**src/inc/ccrb_pkg.sv**
```systemverilog
// ccrb_pkg: constants, register layouts and state types of the charger
// configuration register bank.
// assumes a single 250 MHz clock; everything else is sampled into it.
package ccrb_pkg;

  //////////////////////////////////////////////////////////////////////////
  // serial bus
  localparam logic [6:0] CCRB_DEV_ADDR  = 7'h6b;
  localparam logic [3:0] CCRB_BYTE_BITS = 4'h8;
  localparam logic [3:0] CCRB_LAST_BIT  = 4'h7;

  //////////////////////////////////////////////////////////////////////////
  // register map
  localparam int         CCRB_NUM_REGS   = 9;
  localparam logic [7:0] CCRB_NUM_REGS_B = 8'h09;
  localparam logic [7:0] OFS_INPUT_REG   = 8'h00;
  localparam logic [7:0] OFS_CHG_CURRENT = 8'h01;
  localparam logic [7:0] OFS_CHG_VOLTAGE = 8'h02;
  localparam logic [7:0] OFS_BOOST_LIMIT = 8'h03;
  localparam logic [7:0] OFS_BOOST_CTRL  = 8'h04;
  localparam logic [7:0] OFS_OP_STATUS   = 8'h05;
  localparam logic [7:0] OFS_FAULT       = 8'h06;
  localparam logic [7:0] OFS_NOLOAD_MISC = 8'h07;
  localparam logic [7:0] OFS_THERMAL     = 8'h08;

  // writable bits per register, the reset bit and no-load bit excluded; MASK_OP_STATUS clears the reserved status bit as the pins are mirrored
  localparam logic [7:0] MASK_INPUT_REG  = 8'h7f;
  localparam logic [7:0] MASK_BOOST_LIM  = 8'hfe;
  localparam logic [7:0] MASK_FULL       = 8'hff;
  localparam logic [7:0] MASK_NONE       = 8'h00;
  localparam logic [7:0] MASK_OP_STATUS  = 8'hfe;

  // power-on defaults; 0x07 and 0x08 layouts are not defined here
  localparam logic [7:0] RST_INPUT_REG   = 8'h61;
  localparam logic [7:0] RST_CHG_CURRENT = 8'h2d;
  localparam logic [7:0] RST_CHG_VOLTAGE = 8'h29;
  localparam logic [7:0] RST_BOOST_LIMIT = 8'h96;
  localparam logic [7:0] RST_BOOST_CTRL  = 8'h42;
  localparam logic [7:0] RST_NOLOAD_MISC = 8'h00;
  localparam logic [7:0] RST_THERMAL     = 8'h00;
  localparam logic [7:0] RST_STATUS      = 8'h00;

  localparam logic [CCRB_NUM_REGS-1:0][7:0] CCRB_REG_DEFAULTS = {
    RST_THERMAL, RST_NOLOAD_MISC, RST_STATUS, RST_STATUS, RST_BOOST_CTRL,
    RST_BOOST_LIMIT, RST_CHG_VOLTAGE, RST_CHG_CURRENT, RST_INPUT_REG};

  //////////////////////////////////////////////////////////////////////////
  // field layouts
  typedef struct packed {
    logic       reg_reset;
    logic       safety_timer_enable;
    logic [2:0] min_input_voltage_code;
    logic [2:0] input_current_limit_code;
  } ccrb_reg00_t;

  typedef struct packed {
    logic [4:0] fast_charge_current_code;
    logic       ntc_enable;
    logic [1:0] precharge_current_code;
  } ccrb_reg01_t;

  typedef struct packed {
    logic       battery_overvoltage_disable;
    logic [2:0] charge_voltage_code;
    logic       thermal_profile_disable;
    logic [1:0] termination_current_code;
    logic       charge_enable;
  } ccrb_reg02_t;

  typedef struct packed {
    logic [3:0] boost_output_current_code;
    logic [2:0] cable_compensation_code;
    logic       no_load;
  } ccrb_reg03_t;

  typedef struct packed {
    ccrb_reg00_t input_reg;
    ccrb_reg01_t chg_current;
    ccrb_reg02_t chg_voltage;
    ccrb_reg03_t boost_limit;
    logic [7:0]  boost_ctrl;
    logic [7:0]  noload_misc;
    logic [7:0]  thermal;
  } ccrb_settings_t;

  //////////////////////////////////////////////////////////////////////////
  // pins and analog flags crossing into the clock domain
  typedef struct packed {
    logic       scl;
    logic       sda;
    logic       pass_monitor_active;
    logic       pass_switch_low;
    logic [7:0] operating_status;
    logic [7:0] fault_status;
  } ccrb_pins_t;

  localparam ccrb_pins_t CCRB_PINS_IDLE = '{
    scl: 1'b1, sda: 1'b1, pass_monitor_active: 1'b0, pass_switch_low: 1'b0,
    operating_status: 8'h00, fault_status: 8'h00};

  typedef struct packed {
    ccrb_pins_t meta;
    ccrb_pins_t sync;
    ccrb_pins_t prev;
  } ccrb_sync_state_t;

  //////////////////////////////////////////////////////////////////////////
  // bus engine state
  typedef enum logic [2:0] {
    ST_IDLE = 3'b000,
    ST_RECV = 3'b001,
    ST_ACK  = 3'b011,
    ST_SEND = 3'b010,
    ST_MACK = 3'b110
  } ccrb_fsm_t;

  typedef enum logic [1:0] {
    PH_ADDR = 2'h0,
    PH_PTR  = 2'h1,
    PH_DATA = 2'h2
  } ccrb_phase_t;

  typedef struct packed {
    ccrb_fsm_t                       fsm;
    ccrb_phase_t                     phase;
    logic                            rw;
    logic                            nack;
    logic [3:0]                      bitcnt;
    logic [7:0]                      shreg;
    logic [7:0]                      ptr;
    logic                            sda_oe;
    logic                            noload_pulse;
    logic [CCRB_NUM_REGS-1:0][7:0]   regs;
  } ccrb_state_t;

  localparam ccrb_state_t CCRB_STATE_RESET = '{
    fsm: ST_IDLE, phase: PH_ADDR, rw: 1'b0, nack: 1'b0, bitcnt: 4'h0,
    shreg: 8'h00, ptr: 8'h00, sda_oe: 1'b0, noload_pulse: 1'b0,
    regs: CCRB_REG_DEFAULTS};

endpackage : ccrb_pkg

```
**src/design/ccrb_register_bank.sv**
```systemverilog
// ccrb_register_bank: serial-bus slave holding the charger configuration
// and status registers, with soft register reset and no-load flag.
// assumes scl/sda arrive as open-drain levels resolved by the board;
// the slave never stretches scl.
//
// How it works
// - nine byte registers 0x00..0x08; 0x05 and 0x06 read-only
// - writing one to bit 7 of 0x00 restores defaults; bit reads zero
// - bit 6 of 0x00 enables the safety timer, default on
// - bits 5:3 of 0x00 set minimum input voltage, default code 100
// - bits 2:0 of 0x00 select input current limit, default code 001
// - bits 7:3 of 0x01 set fast charge current, default 1A
// - bits 1:0 of 0x01 select pre-charge current, default code 01
// - bit 7 of 0x02 disables battery over-voltage protection, default 0
// - bits 6:4 of 0x02 select charge voltage, default code 010
// - bit 3 of 0x02 disables thermal profile derating, default 1
// - bits 2:1 of 0x02 set termination current, default 100mA
// - bits 7:4 of 0x03 set boost output current limit, default 3A
// - bits 3:1 of 0x03 set cable compensation, default code 011
// - no-load bit 0 of 0x03 follows low switch current while monitored, pulses event
`timescale 1ns/1ps
module ccrb_register_bank
  import ccrb_pkg::*;
(
  input  wire logic       i_mclk,
  input  wire logic       i_sys_rst,
  input  wire logic       i_scl,
  input  wire logic       i_sda,
  input  wire logic       i_pass_monitor_active,
  input  wire logic       i_output_pass_switch_low,
  input  wire logic [7:0] i_operating_status,
  input  wire logic [7:0] i_fault_status,
  output logic            o_sda,
  output logic            o_sda_oe,
  output logic            o_noload_pulse,
  output ccrb_settings_t  o_settings
);

  //////////////////////////////////////////////////////////////////////////
  // decoding helpers

  // writable bits of a register; zero for unmapped and read-only ones
  function automatic logic [7:0] ccrb_wr_mask(input logic [7:0] ofs);
    logic [7:0] m;
    m = MASK_NONE;
    case (ofs)
      OFS_INPUT_REG:   m = MASK_INPUT_REG;
      OFS_CHG_CURRENT: m = MASK_FULL;
      OFS_CHG_VOLTAGE: m = MASK_FULL;
      OFS_BOOST_LIMIT: m = MASK_BOOST_LIM;
      OFS_BOOST_CTRL:  m = MASK_FULL;
      OFS_NOLOAD_MISC: m = MASK_FULL;
      OFS_THERMAL:     m = MASK_FULL;
      default:         m = MASK_NONE;
    endcase
    return m;
  endfunction : ccrb_wr_mask

  // unmapped addresses read as zero
  function automatic logic [7:0] ccrb_rd_byte(
    input logic [CCRB_NUM_REGS-1:0][7:0] regs,
    input logic [7:0]                    ofs
  );
    logic [7:0] b;
    b = 8'h00;
    if (ofs < CCRB_NUM_REGS_B) begin
      b = regs[ofs[3:0]];
    end
    return b;
  endfunction : ccrb_rd_byte

  //////////////////////////////////////////////////////////////////////////
  // pin synchronisation

  ccrb_pins_t pins_raw;
  ccrb_pins_t pins;
  ccrb_pins_t pins_rise;
  ccrb_pins_t pins_fall;

  assign pins_raw = '{
    scl:                 i_scl,
    sda:                 i_sda,
    pass_monitor_active: i_pass_monitor_active,
    pass_switch_low:     i_output_pass_switch_low,
    operating_status:    i_operating_status,
    fault_status:        i_fault_status};

  ccrb_pin_sync u_sync (
    .i_mclk    (i_mclk),
    .i_sys_rst (i_sys_rst),
    .i_pins    (pins_raw),
    .o_level   (pins),
    .o_rise    (pins_rise),
    .o_fall    (pins_fall)
  );

  logic bus_start;
  logic bus_stop;

  // start and stop are sda edges while scl stays high
  assign bus_start = pins_fall.sda & pins.scl & ~pins_rise.scl;
  assign bus_stop  = pins_rise.sda & pins.scl & ~pins_rise.scl;

  //////////////////////////////////////////////////////////////////////////
  // state

  ccrb_state_t cur;
  ccrb_state_t next_cur;

  always_comb begin
    ccrb_reg03_t r3;
    logic [7:0]  rd;
    logic [7:0]  mask;
    logic        noload_now;
    ccrb_reg00_t wr0;
    r3         = ccrb_reg03_t'(cur.regs[OFS_BOOST_LIMIT[3:0]]);
    wr0        = ccrb_reg00_t'(cur.shreg);
    rd         = ccrb_rd_byte(cur.regs, cur.ptr);
    mask       = ccrb_wr_mask(cur.ptr);
    noload_now = 1'b0;
    next_cur   = cur;
    next_cur.noload_pulse = 1'b0;

    // status registers mirror the device state; reserved bit reads 0
    next_cur.regs[OFS_OP_STATUS[3:0]] =
      pins.operating_status & MASK_OP_STATUS;
    next_cur.regs[OFS_FAULT[3:0]] = pins.fault_status;

    // no-load flag only meaningful while the switch is monitored
    noload_now = pins.pass_monitor_active & pins.pass_switch_low;
    if (noload_now && !r3.no_load) begin
      next_cur.noload_pulse = 1'b1;
    end
    r3.no_load = noload_now;
    next_cur.regs[OFS_BOOST_LIMIT[3:0]] = r3;

    ////////////////////////////////////////////////////////////////////////
    // bus engine
    if (bus_start) begin
      // repeated start restarts the address phase mid-transfer
      next_cur.fsm    = ST_RECV;
      next_cur.phase  = PH_ADDR;
      next_cur.bitcnt = 4'h0;
      next_cur.sda_oe = 1'b0;
    end else if (bus_stop) begin
      next_cur.fsm    = ST_IDLE;
      next_cur.sda_oe = 1'b0;
    end else begin
      case (cur.fsm)
        ST_IDLE: begin
          next_cur.sda_oe = 1'b0;
        end

        ST_RECV: begin
          if (pins_rise.scl) begin
            next_cur.shreg  = {cur.shreg[6:0], pins.sda};
            next_cur.bitcnt = cur.bitcnt + 4'h1;
          end else if (pins_fall.scl && cur.bitcnt == CCRB_BYTE_BITS) begin
            next_cur.fsm    = ST_ACK;
            next_cur.sda_oe = 1'b1;
            case (cur.phase)
              PH_ADDR: begin
                // a foreign address leaves the bus untouched
                if (cur.shreg[7:1] != CCRB_DEV_ADDR) begin
                  next_cur.fsm    = ST_IDLE;
                  next_cur.sda_oe = 1'b0;
                end
                next_cur.rw = cur.shreg[0];
              end
              PH_PTR: begin
                next_cur.ptr = cur.shreg;
              end
              PH_DATA: begin
                if (cur.ptr == OFS_INPUT_REG && wr0.reg_reset) begin
                  // reset wins over the rest of the byte
                  next_cur.regs = CCRB_REG_DEFAULTS;
                end else if (cur.ptr < CCRB_NUM_REGS_B) begin
                  next_cur.regs[cur.ptr[3:0]] =
                    (next_cur.regs[cur.ptr[3:0]] & ~mask) |
                    (cur.shreg & mask);
                end
                next_cur.ptr = cur.ptr + 8'h01;
              end
              default: begin
                next_cur.fsm    = ST_IDLE;
                next_cur.sda_oe = 1'b0;
              end
            endcase
          end
        end

        ST_ACK: begin
          if (pins_fall.scl) begin
            next_cur.bitcnt = 4'h0;
            if (cur.phase == PH_ADDR && cur.rw) begin
              // first read byte goes out right after the address ack
              next_cur.fsm    = ST_SEND;
              next_cur.shreg  = rd;
              next_cur.sda_oe = ~rd[7];
              next_cur.ptr    = cur.ptr + 8'h01;
            end else begin
              next_cur.fsm    = ST_RECV;
              next_cur.sda_oe = 1'b0;
              next_cur.phase  = (cur.phase == PH_ADDR) ? PH_PTR : PH_DATA;
            end
          end
        end

        ST_SEND: begin
          if (pins_fall.scl) begin
            if (cur.bitcnt == CCRB_LAST_BIT) begin
              // release for the master's acknowledge
              next_cur.fsm    = ST_MACK;
              next_cur.sda_oe = 1'b0;
            end else begin
              next_cur.shreg  = {cur.shreg[6:0], 1'b0};
              next_cur.sda_oe = ~cur.shreg[6];
              next_cur.bitcnt = cur.bitcnt + 4'h1;
            end
          end
        end

        ST_MACK: begin
          if (pins_rise.scl) begin
            next_cur.nack = pins.sda;
          end else if (pins_fall.scl) begin
            if (cur.nack) begin
              next_cur.fsm = ST_IDLE;
            end else begin
              next_cur.fsm    = ST_SEND;
              next_cur.bitcnt = 4'h0;
              next_cur.shreg  = rd;
              next_cur.sda_oe = ~rd[7];
              next_cur.ptr    = cur.ptr + 8'h01;
            end
          end
        end

        default: begin
          next_cur.fsm    = ST_IDLE;
          next_cur.sda_oe = 1'b0;
        end
      endcase
    end
  end

  always_ff @(posedge i_mclk) begin
    if (i_sys_rst) begin
      cur <= CCRB_STATE_RESET;
    end else begin
      cur <= next_cur;
    end
  end

  //////////////////////////////////////////////////////////////////////////
  // outputs

  // open drain: only ever pull low
  assign o_sda          = 1'b0;
  assign o_sda_oe       = cur.sda_oe;
  assign o_noload_pulse = cur.noload_pulse;

  assign o_settings = '{
    input_reg:   ccrb_reg00_t'(cur.regs[OFS_INPUT_REG[3:0]]),
    chg_current: ccrb_reg01_t'(cur.regs[OFS_CHG_CURRENT[3:0]]),
    chg_voltage: ccrb_reg02_t'(cur.regs[OFS_CHG_VOLTAGE[3:0]]),
    boost_limit: ccrb_reg03_t'(cur.regs[OFS_BOOST_LIMIT[3:0]]),
    boost_ctrl:  cur.regs[OFS_BOOST_CTRL[3:0]],
    noload_misc: cur.regs[OFS_NOLOAD_MISC[3:0]],
    thermal:     cur.regs[OFS_THERMAL[3:0]]};

endmodule : ccrb_register_bank

```
**src/design/ccrb_pin_sync.sv**
```systemverilog
// ccrb_pin_sync: two-flop synchroniser for bus pins and analog flags,
// plus one more stage used only for edge detection.
// assumes inputs are asynchronous to i_mclk.
`timescale 1ns/1ps
module ccrb_pin_sync
  import ccrb_pkg::*;
(
  input  wire logic       i_mclk,
  input  wire logic       i_sys_rst,
  input  wire ccrb_pins_t i_pins,
  output ccrb_pins_t      o_level,
  output ccrb_pins_t      o_rise,
  output ccrb_pins_t      o_fall
);

  ccrb_sync_state_t cur;
  ccrb_sync_state_t next_cur;

  //////////////////////////////////////////////////////////////////////////
  // meta is read by sync alone; edges come from sync against prev
  always_comb begin
    next_cur      = cur;
    next_cur.meta = i_pins;
    next_cur.sync = cur.meta;
    next_cur.prev = cur.sync;
  end

  always_ff @(posedge i_mclk) begin
    if (i_sys_rst) begin
      cur <= '{meta: CCRB_PINS_IDLE, sync: CCRB_PINS_IDLE,
               prev: CCRB_PINS_IDLE};
    end else begin
      cur <= next_cur;
    end
  end

  assign o_level = cur.sync;
  assign o_rise  = cur.sync & ~cur.prev;
  assign o_fall  = ~cur.sync & cur.prev;

endmodule : ccrb_pin_sync

```
**config.mk**
```make
export PLATFORM = sky130hd
export DESIGN_NAME = ccrb_register_bank
export DESIGN_NICKNAME = d
export VERILOG_FILES = /design/src/inc/ccrb_pkg.sv /design/src/design/ccrb_register_bank.sv /design/src/design/ccrb_pin_sync.sv
export SDC_FILE = /design/constraint.sdc
export NUM_CORES = 1
export LEC_CHECK = 0
export ABC_AREA = 1
export BUFFER_PORTS_ARGS = -buffer_cell sky130_fd_sc_hd__buf_2
export CAP_MARGIN = 25
export CELL_PAD_IN_SITES_DETAIL_PLACEMENT = 0
export CELL_PAD_IN_SITES_GLOBAL_PLACEMENT = 1
export CORE_MARGIN = 2
export CORE_UTILIZATION = 42
export CTS_CLUSTER_DIAMETER = 150
export DETAILED_ROUTE_END_ITERATION = 10
export PLACE_DENSITY = 0.91
export SYNTH_ARGS = -nofsm -noshare
export SYNTH_HDL_FRONTEND = slang
export SYNTH_SLANG_ARGS = --single-unit
export TNS_END_PERCENT = 1
```
**constraint.sdc**
```tcl
create_clock -name i_mclk -period 3.2 [get_ports i_mclk]
set_clock_uncertainty 0.15 [all_clocks]
set_input_delay 0.64 -clock i_mclk [delete_from_list [all_inputs] [get_ports i_mclk]]
set_output_delay 0.64 -clock i_mclk [all_outputs]
set_load 0.01 [all_outputs]
```
* Word level (Yosys, flattened, before mapping)
Index checks and enable logic that the tools add are counted.
** Cells by class
- Add/sub/neg operators :: 2
- Multipliers :: 0
- Divide/modulo/power cells :: 0
- Magnitude comparators :: 3
- Equal/unequal tests :: 35
- Shift operators :: 0
- Mux-type cells :: 61
- Bitwise gates (word level) :: 24
- Reductions and logical operators :: 27
** Operators with widths (count)
- $mux 56 :: 6
- $mux 72 :: 2
- $mux 21 :: 4
- $bwmux 72 :: 1
- $bmux 8 s4 :: 2
- $pmux 12 s4 :: 1
- $pmux 8 s3 :: 2
- $and 20x20->20 :: 2
- $not 20->20 :: 2
- $mux 12 :: 3
- $demux 8 s4 :: 1
- $mux 8 :: 4
- $ne 4x4->1 const B :: 7
- $mux 24 :: 1
- $ne 2x2->1 const B :: 11
- $reduce_and 11->1 :: 2
- $mux 3 :: 7
- $mux 9 :: 2
- $and 8x8->8 :: 2
- $eq 8x2->1 const B :: 2
- $eq 8x3->1 const B :: 2
- $mux 16 :: 1
- $pmux 8 s2 :: 1
- $reduce_and 8->1 :: 2
- other kinds (44) :: 82
** Storage, ports and cells
- Flip-flop bits (word level) :: 161
- Bits in latches :: 0
- RAM bits :: 0
- ROM bits :: 0
- Input bits :: 22
- Output and inout port bits :: 59
- Logic and storage cells :: 191
- Memories :: 0

* Logic depth before layout (Yosys ltp)
- Depth in word-level cells :: 15
- Gate-level depth with buffers :: 16
- Mapped depth without buffers :: 14

* Hierarchy
From an unflattened synthesis, not the netlist that was laid out.
** Second synthesis, totals
- Cells, all modules :: 1258
- Area, all modules :: 8570.7 µm²
** By module, submodules not included
- ccrb_register_bank :: instances 1, cells each 991, area each 6472.5 µm², sequential area each 2021.9 µm²
- ccrb_pin_sync :: instances 1, cells each 267, area each 2098.3 µm², sequential area each 1201.2 µm²

* Worst setup path before layout
Ideal clock, no wire load.
- Kind :: reg2reg
- Start point :: register cur[74] in the netlist's numbering
- End point :: register cur, in the netlist o_settings[40]
- Setup time :: 126 ps
- Arrival :: 2071 ps
- Data required time :: 2924 ps
- Path slack :: 853 ps
- Cell stages (with the launch flop) :: 14
- Buffers on the path :: 2
- Clock period less this slack :: 2347 ps
- Cell sequence :: dfxtp_1 > inv_1 > buf_2 > buf_2 > ha_1 > a21oi_1 > nor2_4 > inv_4 > nor2_8 > nand2_1 > nand2_2 > inv_2 > o21ai_1 > nand2_1
** Between the ends
- Word-level cells in the longest chain between the ends :: 9
- Elaborated cells on any way between the ends :: 27
- Those cells by class :: 3 x order compare; 6 x eq/ne; 8 x mux; 4 x bitwise; 6 x reduce/logical
** Ends and longest elaborated chain
- from (decl) :: line ccrb_register_bank.sv:107 : ccrb_state_t cur;
- from (signal assigned) :: line ccrb_register_bank.sv:251 : cur <= next_cur;
- $eq 8x4->1 (tied with other cells) :: line ccrb_register_bank.sv:46 : case (ofs)
- $reduce_or 5->1 (no line)
- $pmux 8 s3 :: line ccrb_register_bank.sv:46
- $not 8->8 :: line ccrb_register_bank.sv:179 : (next_cur.regs[cur.ptr[3:0]] & ~mask) |
- $and 8x8->8 :: line ccrb_register_bank.sv:179
- $or 8x8->8 :: line ccrb_register_bank.sv:179
- $bwmux 72 :: line ccrb_register_bank.sv:178 : next_cur.regs[cur.ptr[3:0]] =
- $mux 72 :: line ccrb_register_bank.sv:177 : end else if (cur.ptr < CCRB_NUM_REGS_B) begin
- $mux 72 :: line ccrb_register_bank.sv:174 : if (cur.ptr == OFS_INPUT_REG && wr0.reg_reset) begin
Parallel ways exist; a longest one is shown, timed or not. The select of a mux whose other input is x is not followed.
A chain may end at the register's enable or synchronous reset.

* Worst setup path in the final report
- Start point :: register cur[76] in the netlist's numbering
- End point :: register cur, in the netlist o_settings[43]
The elaborated chain is that of the path after synthesis.

==> key figures <==
Floorplan
  • Std cell rows: just under 50
  • Die area: roughly 19000 um^2
  • Core area: 17900 um^2
  • I/O pin total: 81
  • Die H: about 140 um
  • Die X: 139 um
  • Effective utilization at floorplan: between 40 and 50%

Finish
  • Final Cell Area: roughly 8400 um^2
  • Most common cell after layout, fill and taps aside: nand2_1
  • Final Net Count: between 1k and 1.5k
  • Fin cells: roughly 1.4k
  • Most frequent cells in the layout: nand2_1, dfxtp_1, inv_1, nand3_1, a21oi_1
  • Layout cell share with drive strength beyond 1: between 10% and 20%
  • Synthesis-to-finish area growth: 9.89%
  • Diodes inserted: 0
  • Finished Core Util: 46.8%

Placement
  • Place WS: about 370 ps
  • Placed Instances: around 1.4k
  • PortBufs: 78
  • Routability cong.: about 0.93
  • Final HPWL DP: about 16000 um
  • Dpl cell area: 7810 um^2

Critical path
  • Critical Path AT: 3090 ps
  • Critical Path Start Type: flop
  • CP Capture Type: flop
  • CP Max Fanout: 15
  • Critical path type: flop to flop
  • Worst Path Required: 3430 ps

STA
  • Slew at the pin closest to its max-slew limit: 766 ps
  • Pins Over Slew Limit: 0
  • Hold Fails Final Rpt: 0
  • Worst Slack Setup Final: 345 ps
  • Tcrit/Tclk final: roughly 89%
  • Unrepaired setup endpoints after global routing: no
  • Max Clk Rate: about 350 MHz
  • Final min period: about 2900 ps
  • Max-slew headroom: between 40% and 50%
  • Final setup fails: 0
  • TNS Setup: 0 ps

Job
  • Max-Cap Viols: 0

Worst hold path
  • Hold crit path type: input port to flop

Drt
  • WL final: 21900 um
  • DRT Pass-1 Iters: 5
  • DR vias: slightly above 7k
  • Via/cell ratio: 5.10
  • Residual DRC: 0
  • Routed wire per std cell: between 15 and 20 um
  • Post-route ant nets: 0
  • Initial drt markers: 687

GRT
  • Vias in the first global route: 6366
  • Total gr overflow: 0
  • Initial antenna violation count: 0
  • Largest net degree at the start of global routing: 67
  • Total track usage: 22.6%
  • First-pass GRT wire length: 34400 um

Synthesis
  • Area share of fa/ha/maj cells after synthesis: between 1.5 and 2%
  • Post-synthesis simple-gate area fraction: between 30% and 40%
  • Dominant combinational cell family by area after synthesis: simple AND/OR/NAND/NOR gates
  • Syn. warnings: 0
  • Mapped Area: roughly 7600 um^2
  • Distinct cells, synth: between 40 and 50
  • Synth area leaders: dfxtp_1, nand2_1, nand3_1
  • Compound-gate portion of the synthesized area: a little over a tenth
  • Xor/xnor cell area share of the yosys netlist: 0.574%
  • Post-synthesis mux area share: 0%
  • Syn Nets: 1168
  • Post-synthesis area per instance: 6.71 um^2
  • Yosys top cell by area: dfxtp_1
  • Synthesized netlist cell count: roughly 1.1k
  • Yosys top cell area share: a little under two fifths
  • FF+latch count, synth: approximately 140
  • Share of the yosys chip area belonging to registers: between 30 and 40%

CTS
  • # clock sinks: about 140
  • Post-CTS setup repair buffer count: 0
  • Cts hold-fix bufs: 0
  • Clock tree buffer depth: 2
  • CTS root buffer: clkbuf_16
  • Reg clk slew, reported paths: ~70 ps
  • Worst skew pair latency: about 440 ps
  • Post_cts resized: 0
  • CTS Buf Count: 17
  • TritonCTS clock tree: built
  • H-tree depth: 4

Power and ir drop
  • Lkg Pwr: between 3 and 4 nW
  • Worst VDD drop: roughly 0.00042 V
  • Pwr Density: around 630 nW/um^2

Run status
  • Status: complete, no violations
[cell type report]
type,instances,area [um^2]
Clock buffer,17,425
Clock inverter,15,148
Fill cell,1913,9520
Inverter,126,485
Multi-Input combinational cell,775,3720
Sequential cell,141,2820
Tap cell,229,287
Timing Repair Buffer,92,498
[report_power, final]
group	switching (W)	internal [W]	leakage [nW]	total [W]
Clock	0.000908	0.00104	0.279	0.00195
Sequential	0.0000993	0.00184	1.15	0.00194
Combinational	0.00107	0.000352	2.47	0.00143
[path summary, 6_finish.rpt]
check | cells after the start | from | slack (ps) | endpoint
worst min-delay path | 2 | i_scl | 240 | u_sync.cur[59]
worst min register to register | 2 | u_sync.cur[57] | 250 | u_sync.o_level[17]
worst max-delay path | 12 | cur[76] | 340 | o_settings[43]
worst max register to register | 12 | cur[76] | 340 | o_settings[43]
[worst max-delay path: stages (launching register included)]
cell and delay [ps]:
dfxtp_1 720, inv_2 280, nand3_1 290, nand2_1 90, nor2_1 190, nand3_2 140, o21ai_2 280, nand2_1 100
nand2_2 280, nand2_1 90, nand2_1 70, nand2_1 60, nand2_1 50
[state kept, by name, indices dropped and copies added (netlist names)]
| register | flops |
|---|---|
| o_noload_pulse | 1 |
| o_settings | 56 |
| u_sync.cur | 21 |
| u_sync.o_level | 19 |
| cur | 43 |
| o_sda_oe | 1 |
[cell families after synthesis]
group | count (synthesis)
other | 1
xor gates and xnor gates | 5
buffers and inverters | 220
AOI/OAI and AO/OA | 153
adders and majority gates | 10
and+or+nand+nor | 606
DFF | 141
[per-stage QoR]
stage	hold WS [ps]	power, W
5_1_grt	246	0.00556
3_5_place_dp	243	0.00338
3_3_place_gp	242	0.00338
4_1_cts	237	0.00532
2_1_floorplan	238	0.00291
6_report	244	0.00532
[metal layers]
metal	vias up	track usage (%)	share of wire [%]
li1	3584	-	-
met1	3216	30.7	45
met2	267	35.8	46
met3	51	4.25	7.2
met4	0	8.98	2.6
met5	-	0	0
[synth_stat cells, drive strengths merged]
master  count
nand2     366
dfxtp     141
inv       122
nand3     116
nor2       96
a21oi      95
buf        74
o21ai      45
clkbuf     20
nor3       13
ha         10
nand4       7
a211oi      5
clkinv      4
or2         4
a21boi      3
xor2        3
a31oi       2
xnor2       2
and2        1
conb        1
nand3b      1
nor3b       1
nor4        1
o211ai      1
o21a        1
o31ai       1
Power figures use the tool's default switching activity.
